### config.mk
export PLATFORM = sky130hd
export DESIGN_NAME = pli_top
export DESIGN_NICKNAME = d
export VERILOG_FILES = /design/src/pli_pkg.sv /design/src/pli_axil_slave.sv /design/src/pli_top.sv
export SDC_FILE = /design/constraint.sdc
export NUM_CORES = 1
export LEC_CHECK = 0
export ABC_AREA = 1
export BUFFER_PORTS_ARGS = -buffer_cell sky130_fd_sc_hd__buf_2
export CAP_MARGIN = 20
export CORE_ASPECT_RATIO = 0.6
export CORE_MARGIN = 2
export CORE_UTILIZATION = 55
export DETAILED_ROUTE_END_ITERATION = 6
export PLACE_DENSITY = 0.89
export SLEW_MARGIN = 10
export SYNTH_ARGS = -nofsm -noshare
export SYNTH_HDL_FRONTEND = slang
export SYNTH_HIERARCHICAL = 1
export SYNTH_SLANG_ARGS = --single-unit
### constraint.sdc
create_clock -name REF_CLK_I -period 2.8 [get_ports REF_CLK_I]
set_input_delay 0.28 -clock REF_CLK_I [delete_from_list [all_inputs] [get_ports REF_CLK_I]]
set_output_delay 0.28 -clock REF_CLK_I [all_outputs]
set_load 0.01 [all_outputs]
### src/pli_pkg.sv
// ****************************************************************
// pad level register package
// ****************************************************************
package pli_pkg;

  // ****************************************************************
  // bus and pin widths
  // ****************************************************************
  localparam int ADDR_W   = 12;
  localparam int DATA_W   = 32;
  localparam int PIN_N    = 27;
  localparam int GEN_N    = 6;

  // ****************************************************************
  // register indices and byte addresses (byte address is four times index)
  // ****************************************************************
  localparam logic [9:0]        IDX_DRIVE  = 10'h0bb;
  localparam logic [9:0]        IDX_LEVELS = 10'h0bc;
  localparam logic [ADDR_W-1:0] ADR_DRIVE  = {IDX_DRIVE, 2'b00};
  localparam logic [ADDR_W-1:0] ADR_LEVELS = {IDX_LEVELS, 2'b00};
  localparam logic [ADDR_W-1:0] ADR_PADCFG = 12'h400;

  // ****************************************************************
  // field layouts of the two pin-value registers
  // ****************************************************************
  // pins that software may drive (reserved 23, 11, 10 and 31..27 excluded)
  localparam logic [PIN_N-1:0] DRIVE_MASK  = 27'h77ff3ff;
  // pins whose level is reported (drivable pins plus test and straps)
  localparam logic [PIN_N-1:0] LEVEL_MASK  = 27'h7ffffff;
  // input-only pins: test pin 23, host select straps 11 and 10
  localparam logic [PIN_N-1:0] INONLY_MASK = 27'h0800c00;
  // host interface pins 7..4 reset high, everything else low
  localparam logic [PIN_N-1:0] DRIVE_RESET = 27'h00000f0;
  localparam logic [PIN_N-1:0] LEVEL_RESET = 27'h0000000;

  // bit position of each general pin: 0..3 then 19, 20
  localparam logic [4:0] GEN_POS [GEN_N] = '{5'h00, 5'h01, 5'h02, 5'h03, 5'h13, 5'h14};

  // ****************************************************************
  // pad config register of this block
  // ****************************************************************
  localparam int           CFG_OUTEN_LSB = 0;
  localparam int           CFG_INEN_LSB  = 8;
  localparam int           CFG_PWM_LSB   = 16;
  localparam logic [GEN_N-1:0] OUTEN_RESET = 6'h00;
  localparam logic [GEN_N-1:0] INEN_RESET  = 6'h3f;
  localparam logic [GEN_N-1:0] PWM_RESET   = 6'h00;

  // ****************************************************************
  // bus answers
  // ****************************************************************
  localparam logic [1:0] RESP_OKAY   = 2'h0;
  localparam logic [1:0] RESP_DECERR = 2'h3;

  // register selected by an address
  typedef enum logic [1:0] {
    SEL_NONE   = 2'b00,
    SEL_DRIVE  = 2'b01,
    SEL_LEVELS = 2'b10,
    SEL_PADCFG = 2'b11
  } pli_sel_type;

endpackage

### src/pli_axil_slave.sv
`timescale 1ns/10ps
// ****************************************************************
// axi4-lite slave front end: one write and one read in flight
// ****************************************************************
module pli_axil_slave
  import pli_pkg::*;
(
  // clock and reset
  input  wire logic              clk_i,
  input  wire logic              rst_i,
  // write address and data
  input  wire logic [ADDR_W-1:0] awaddr_i,
  input  wire logic              awvalid_i,
  output logic                   awready_o,
  input  wire logic [DATA_W-1:0] wdata_i,
  input  wire logic [3:0]        wstrb_i,
  input  wire logic              wvalid_i,
  output logic                   wready_o,
  // write response
  output logic [1:0]             bresp_o,
  output logic                   bvalid_o,
  input  wire logic              bready_i,
  // read address and data
  input  wire logic [ADDR_W-1:0] araddr_i,
  input  wire logic              arvalid_i,
  output logic                   arready_o,
  output logic [DATA_W-1:0]      rdata_o,
  output logic [1:0]             rresp_o,
  output logic                   rvalid_o,
  input  wire logic              rready_i,
  // register side
  output logic                   wr_en_o,
  output logic [ADDR_W-1:0]      wr_addr_o,
  output logic [DATA_W-1:0]      wr_data_o,
  output logic [3:0]             wr_strb_o,
  input  wire logic              wr_ok_i,
  output logic [ADDR_W-1:0]      rd_addr_o,
  input  wire logic [DATA_W-1:0] rd_data_i,
  input  wire logic              rd_ok_i
);

  logic have_aw_q;
  logic have_w_q;
  logic have_ar_q;

  // ready only while the holding slot is empty and no answer waits
  assign awready_o = !have_aw_q && !bvalid_o;
  assign wready_o  = !have_w_q && !bvalid_o;
  assign arready_o = !have_ar_q && !rvalid_o;
  assign wr_en_o   = have_aw_q && have_w_q && !bvalid_o;

  // write address capture
  always_ff @(posedge clk_i) begin
    if (rst_i) begin
      have_aw_q <= 1'b0;
      wr_addr_o <= '0;
    end else if (awvalid_i && awready_o) begin
      have_aw_q <= 1'b1;
      wr_addr_o <= awaddr_i;
    end else if (wr_en_o) begin
      have_aw_q <= 1'b0;
    end
  end

  // write data capture, either order with the address
  always_ff @(posedge clk_i) begin
    if (rst_i) begin
      have_w_q  <= 1'b0;
      wr_data_o <= '0;
      wr_strb_o <= '0;
    end else if (wvalid_i && wready_o) begin
      have_w_q  <= 1'b1;
      wr_data_o <= wdata_i;
      wr_strb_o <= wstrb_i;
    end else if (wr_en_o) begin
      have_w_q <= 1'b0;
    end
  end

  // write response one cycle after both halves are held
  always_ff @(posedge clk_i) begin
    if (rst_i) begin
      bvalid_o <= 1'b0;
      bresp_o  <= RESP_OKAY;
    end else if (wr_en_o) begin
      bvalid_o <= 1'b1;
      bresp_o  <= wr_ok_i ? RESP_OKAY : RESP_DECERR;
    end else if (bready_i) begin
      bvalid_o <= 1'b0;
    end
  end

  // read address capture
  always_ff @(posedge clk_i) begin
    if (rst_i) begin
      have_ar_q <= 1'b0;
      rd_addr_o <= '0;
    end else if (arvalid_i && arready_o) begin
      have_ar_q <= 1'b1;
      rd_addr_o <= araddr_i;
    end else if (have_ar_q) begin
      have_ar_q <= 1'b0;
    end
  end

  // read data registered the cycle after the address is held
  always_ff @(posedge clk_i) begin
    if (rst_i) begin
      rvalid_o <= 1'b0;
      rdata_o  <= '0;
      rresp_o  <= RESP_OKAY;
    end else if (have_ar_q) begin
      rvalid_o <= 1'b1;
      rdata_o  <= rd_ok_i ? rd_data_i : '0;
      rresp_o  <= rd_ok_i ? RESP_OKAY : RESP_DECERR;
    end else if (rready_i) begin
      rvalid_o <= 1'b0;
    end
  end

endmodule

### src/pli_top.sv
`timescale 1ns/10ps
// ****************************************************************
// pad level io registers
// ****************************************************************
// How it works
// - drive bit reaches pin while pin is output
// - level register read-only, follows input pins
// - general pins at bits 0-3, 19, 20
// - host interface pins 4-7, drive resets high
// - spi pins 13-16, i2c pins 17-18
// - card-side data, clock, interrupt at 24-26
// - auxiliary pins at bits 21, 22, 12
// - interrupt request bit 8, download request bit 9
// - test 23, straps 10-11 input only
// - other drive bits and levels reset zero
// - general drive needs output enable, resets off
// - general sampling needs input enable, resets on
// - pwm routing replaces drive bit on pin
module pli_top
  import pli_pkg::*;
(
  // clock and reset
  input  wire logic              REF_CLK_I,
  input  wire logic              RESET_I,
  // axi4-lite write channels
  input  wire logic [ADDR_W-1:0] AWADDR_I,
  input  wire logic              AWVALID_I,
  output logic                   AWREADY_O,
  input  wire logic [DATA_W-1:0] WDATA_I,
  input  wire logic [3:0]        WSTRB_I,
  input  wire logic              WVALID_I,
  output logic                   WREADY_O,
  output logic [1:0]             BRESP_O,
  output logic                   BVALID_O,
  input  wire logic              BREADY_I,
  // axi4-lite read channels
  input  wire logic [ADDR_W-1:0] ARADDR_I,
  input  wire logic              ARVALID_I,
  output logic                   ARREADY_O,
  output logic [DATA_W-1:0]      RDATA_O,
  output logic [1:0]             RRESP_O,
  output logic                   RVALID_O,
  input  wire logic              RREADY_I,
  // pads, bit order as in the pin-value registers
  input  wire logic [PIN_N-1:0]  PAD_IN_I,
  output logic [PIN_N-1:0]       PAD_OUT_O,
  output logic [PIN_N-1:0]       PAD_OE_O,
  // direction of the non-general pins from their own peripherals
  input  wire logic [PIN_N-1:0]  PIN_IS_OUTPUT_I,
  // pwm unit outputs, one per general pin
  input  wire logic [GEN_N-1:0]  PWM_I
);

  // ****************************************************************
  // functions
  // ****************************************************************

  // address to register select, low two bits ignored
  function automatic pli_sel_type decode(input logic [ADDR_W-1:0] addr);
    logic [ADDR_W-1:0] word;
    word = {addr[ADDR_W-1:2], 2'b00};
    if (word == ADR_DRIVE) begin
      decode = SEL_DRIVE;
    end else if (word == ADR_LEVELS) begin
      decode = SEL_LEVELS;
    end else if (word == ADR_PADCFG) begin
      decode = SEL_PADCFG;
    end else begin
      decode = SEL_NONE;
    end
  endfunction

  // byte-lane merge of write data into a stored word
  function automatic logic [DATA_W-1:0] merge(input logic [DATA_W-1:0] old,
                                              input logic [DATA_W-1:0] data,
                                              input logic [3:0]        strb);
    logic [DATA_W-1:0] res;
    res = old;
    for (int b = 0; b < 4; b++) begin
      if (strb[b]) begin
        res[b*8 +: 8] = data[b*8 +: 8];
      end
    end
    merge = res;
  endfunction

  // ****************************************************************
  // bus front end
  // ****************************************************************
  logic              wr_en;
  logic [ADDR_W-1:0] wr_addr;
  logic [DATA_W-1:0] wr_data;
  logic [3:0]        wr_strb;
  logic              wr_ok;
  logic [ADDR_W-1:0] rd_addr;
  logic [DATA_W-1:0] rd_data;
  logic              rd_ok;
  pli_sel_type       wr_sel;
  pli_sel_type       rd_sel;

  pli_axil_slave u_bus (
    .clk_i     (REF_CLK_I),
    .rst_i     (RESET_I),
    .awaddr_i  (AWADDR_I),
    .awvalid_i (AWVALID_I),
    .awready_o (AWREADY_O),
    .wdata_i   (WDATA_I),
    .wstrb_i   (WSTRB_I),
    .wvalid_i  (WVALID_I),
    .wready_o  (WREADY_O),
    .bresp_o   (BRESP_O),
    .bvalid_o  (BVALID_O),
    .bready_i  (BREADY_I),
    .araddr_i  (ARADDR_I),
    .arvalid_i (ARVALID_I),
    .arready_o (ARREADY_O),
    .rdata_o   (RDATA_O),
    .rresp_o   (RRESP_O),
    .rvalid_o  (RVALID_O),
    .rready_i  (RREADY_I),
    .wr_en_o   (wr_en),
    .wr_addr_o (wr_addr),
    .wr_data_o (wr_data),
    .wr_strb_o (wr_strb),
    .wr_ok_i   (wr_ok),
    .rd_addr_o (rd_addr),
    .rd_data_i (rd_data),
    .rd_ok_i   (rd_ok)
  );

  assign wr_sel = decode(wr_addr);
  assign rd_sel = decode(rd_addr);
  // writes to the level register are accepted but change nothing
  assign wr_ok  = (wr_sel != SEL_NONE);
  assign rd_ok  = (rd_sel != SEL_NONE);

  // ****************************************************************
  // stored state
  // ****************************************************************
  logic [PIN_N-1:0] drive_q;
  logic [PIN_N-1:0] levels_q;
  logic [GEN_N-1:0] out_en_q;
  logic [GEN_N-1:0] in_en_q;
  logic [GEN_N-1:0] pwm_sel_q;
  logic [PIN_N-1:0] oe_d;
  logic [PIN_N-1:0] out_d;
  logic [PIN_N-1:0] sample_d;
  logic [DATA_W-1:0] drive_wr;
  logic [DATA_W-1:0] cfg_rd;
  logic [DATA_W-1:0] cfg_wr;

  // drive register image after a byte-lane merge
  assign drive_wr = merge({{(DATA_W-PIN_N){1'b0}}, drive_q}, wr_data, wr_strb);

  // pad config image: output enables, input enables, pwm routing
  always_comb begin
    cfg_rd = '0;
    cfg_rd[CFG_OUTEN_LSB +: GEN_N] = out_en_q;
    cfg_rd[CFG_INEN_LSB +: GEN_N]  = in_en_q;
    cfg_rd[CFG_PWM_LSB +: GEN_N]   = pwm_sel_q;
  end
  assign cfg_wr = merge(cfg_rd, wr_data, wr_strb);

  // drive values; reserved positions are masked so they never store
  always_ff @(posedge REF_CLK_I) begin
    if (RESET_I) begin
      drive_q <= DRIVE_RESET;
    end else if (wr_en && wr_sel == SEL_DRIVE) begin
      drive_q <= drive_wr[PIN_N-1:0] & DRIVE_MASK;
    end
  end

  // per general pin enables and pwm routing
  always_ff @(posedge REF_CLK_I) begin
    if (RESET_I) begin
      out_en_q  <= OUTEN_RESET;
      in_en_q   <= INEN_RESET;
      pwm_sel_q <= PWM_RESET;
    end else if (wr_en && wr_sel == SEL_PADCFG) begin
      out_en_q  <= cfg_wr[CFG_OUTEN_LSB +: GEN_N];
      in_en_q   <= cfg_wr[CFG_INEN_LSB +: GEN_N];
      pwm_sel_q <= cfg_wr[CFG_PWM_LSB +: GEN_N];
    end
  end

  // ****************************************************************
  // pin direction, value and sampling
  // ****************************************************************

  // non-general pins follow their peripheral's direction; general pins
  // are overridden below by their own enable
  always_comb begin
    oe_d     = PIN_IS_OUTPUT_I & DRIVE_MASK;
    out_d    = drive_q;
    sample_d = ~oe_d & LEVEL_MASK;
    for (int k = 0; k < GEN_N; k++) begin
      oe_d[GEN_POS[k]]     = out_en_q[k];
      out_d[GEN_POS[k]]    = pwm_sel_q[k] ? PWM_I[k] : drive_q[GEN_POS[k]];
      sample_d[GEN_POS[k]] = in_en_q[k] && !out_en_q[k];
    end
    // test pin and straps are never driven and always reported
    oe_d     = oe_d & ~INONLY_MASK;
    sample_d = sample_d | INONLY_MASK;
  end

  // pad outputs straight from flip-flops; one cycle of latency is the
  // price of a clean, glitch-free pad drive
  always_ff @(posedge REF_CLK_I) begin
    if (RESET_I) begin
      // no pad is an output in reset, so its drive value must read zero too
      PAD_OE_O  <= '0;
      PAD_OUT_O <= '0;
    end else begin
      PAD_OE_O  <= oe_d;
      PAD_OUT_O <= out_d & oe_d;
    end
  end

  // level sampling; a pin not sampled keeps its last captured level
  always_ff @(posedge REF_CLK_I) begin
    if (RESET_I) begin
      levels_q <= LEVEL_RESET;
    end else begin
      for (int i = 0; i < PIN_N; i++) begin
        if (sample_d[i]) begin
          levels_q[i] <= PAD_IN_I[i];
        end
      end
    end
  end

  // ****************************************************************
  // read mux
  // ****************************************************************

  // bits above the pin field always read zero
  always_comb begin
    rd_data = '0;
    case (rd_sel)
      SEL_DRIVE: begin
        rd_data[PIN_N-1:0] = drive_q;
      end
      SEL_LEVELS: begin
        rd_data[PIN_N-1:0] = levels_q & LEVEL_MASK;
      end
      SEL_PADCFG: begin
        rd_data = cfg_rd;
      end
      default: begin
        rd_data = '0;
      end
    endcase
  end

endmodule

==> results.ini <==
[outcome]
status=finished, violations left
violations=design-rule violations

[worst_setup_path]
path_max_fanout=19
startpoint_type=register
crit_path_end_kind=register
cp.required_ns=3.14
crit_arrival_ns=2.71
critical_path_class=register to register

[timing]
report.final.hold_viol_count=0
timing.fmax_mhz=421
worst_pin_slew_ns=0.961
period_minus_slack_ns=2.37
finalCritPeriodShare=0.848
setup_ws_ns=0.425
relSlewSlack=0.359
drv_slew=0
finalSetupTns_ns=0
fin_skew_ns=0.00801
rsz0062_at_grt=false
setup_viol=0

[die]
core-area_um2=15200
die_area_um2=16400
die_y_um=100
die_w_um=164
rows=35
pin_count=222
start_util=0.557

[layout]
syn2layout_area_growth_pct=19.6
layout_commonest_cell=nand2_1
nFillCells=1219
multi_input_area_um2=3470
area.sequential_um2=4120
nets=1460
drive_gt1_frac=0.206
mostFrequentLayoutCells=239 x nand2_1, 206 x dfxtp_1, 195 x buf_2, 181 x nor2_1, 130 x inv_1

[global_routing]
grt_pass1_wl_um=36900
grt_util_all_layers=0.283
grt-ovfl-total=0
grt_antenna_before_repair=1
grt_pass1_vias=7351
grt_max_degree=64

[logic_synthesis]
yosysWarnings=6
synth_area_um2=8460
syn_area_per_cell_um2=7.27
syn_inst=1163

[min_path]
hold_class=primary input to register

[clocking]
cts_setup_buffers=0
clk_pin_slew_ns=0.07
numCtsBuffers=19
cts_tree=yes
cts_max_level=1
insertion_delay_ns=0.49
cts_buffer_depth=3
cts_root_buf=clkbuf_16
clock_sinks=206

[detailed_routing]
routed_wl_um=23400
wl_per_cell_um=15.1
ant_nets=0
drc=1
num_vias=8166
viasPerCell=5.27
dr.pass1.iters=7
drtIter0Drc=951

[placed_design]
port_buffers=196
hpwlAfterDp_um=16700
dpl_worst_slack_ns=0.521
gp_congestion=0.906

[pwr]
powerDensity_nw_per_um2=632
fin_total_pwr_mw=6.40
peakVddDrop_mv=0.413
p_leak_nw=4.92

[job]
cap_viol_max_count=0

state kept, by name, summed over array words and instances (netlist names), 4 cells and up:
register	cells
pwm_sel_q	6
u_bus/wr_addr_o	10
u_bus/wr_data_o	26
out_en_q	6
u_bus/wr_strb_o	4
PAD_OUT_O	24
u_bus/rd_addr_o	10
in_en_q	6
u_bus/rdata_o	32
drive_q	24
levels_q	27
PAD_OE_O	24
report_power, final:
group          total [mW]  switching [mW]  leakage (nW)  internal [mW]
combinational       0.588           0.370          2.93          0.218
clock                2.66            1.14         0.303           1.52
sequential           3.15           0.103          1.69           3.05
worst max-delay path, cell delays in order (launching register included):
cell,delay (ns)
dfxtp_1,0.40
inv_1,0.08
nand4_1,0.13
inv_2,0.11
nand2_4,0.24
nand2_8,0.11
nor2_4,0.47
inv_1,0.09
nand2_1,0.08
inv_1,0.13
buf_4,0.22
nand2_1,0.07
a21oi_1,0.07
layer usage:
layer / global-route usage / vias up / wire length (µm)
li1: - / 4012 / -
met4: 0.0702 / 0 / 465
met5: 0 / - / 0
met1: 0.408 / 3702 / 10400
met2: 0.424 / 411 / 9820
met3: 0.0752 / 41 / 2780
per-stage QoR:
stage                     hold WS, ns  std cells  instance area (µm²)  utilization
after floorplan                 0.374       1173                 8500            -
after global placement          0.440       1508                 9420        0.620
after detailed placement        0.449       1508                 9420        0.620
after CTS                      0.0109       1548                10100        0.666
after global routing           0.0343       1548                10100        0.666
final                          0.0137       1549                10100        0.666
layout make-up:
class	instances	area share
inverters	132	0.0489
flip-flops and latches	206	0.407
well taps	203	0.0251
diodes	1	0.000247
clock inverters	9	0.0109
multi-input cells	759	0.343
clock buffers	24	0.0518
repair buffers	215	0.113
repair_timing:
item	4_1_cts	5_1_grt
hold endpoints to repair	7	0
gates resized for setup	0	0
hold buffers	7	0
final timing paths:
check / startpoint / endpoint / slack, ns / cells after the start
max: u_bus/rd_addr_o[8]$_SDFFE_PP0P_ / u_bus/rdata_o[10]$_SDFFE_PP0P_ / 0.43 / 12
min reg2reg: levels_q[0]$_SDFFE_PP0P_ / levels_q[0]$_SDFFE_PP0P_ / 0.46 / 2
min: PAD_IN_I[23] / levels_q[23]$_SDFF_PP0_ / 0.01 / 3
max reg2reg: u_bus/rd_addr_o[8]$_SDFFE_PP0P_ / u_bus/rdata_o[10]$_SDFFE_PP0P_ / 0.43 / 12
No activity file was read; power rests on OpenSTA's default activity.
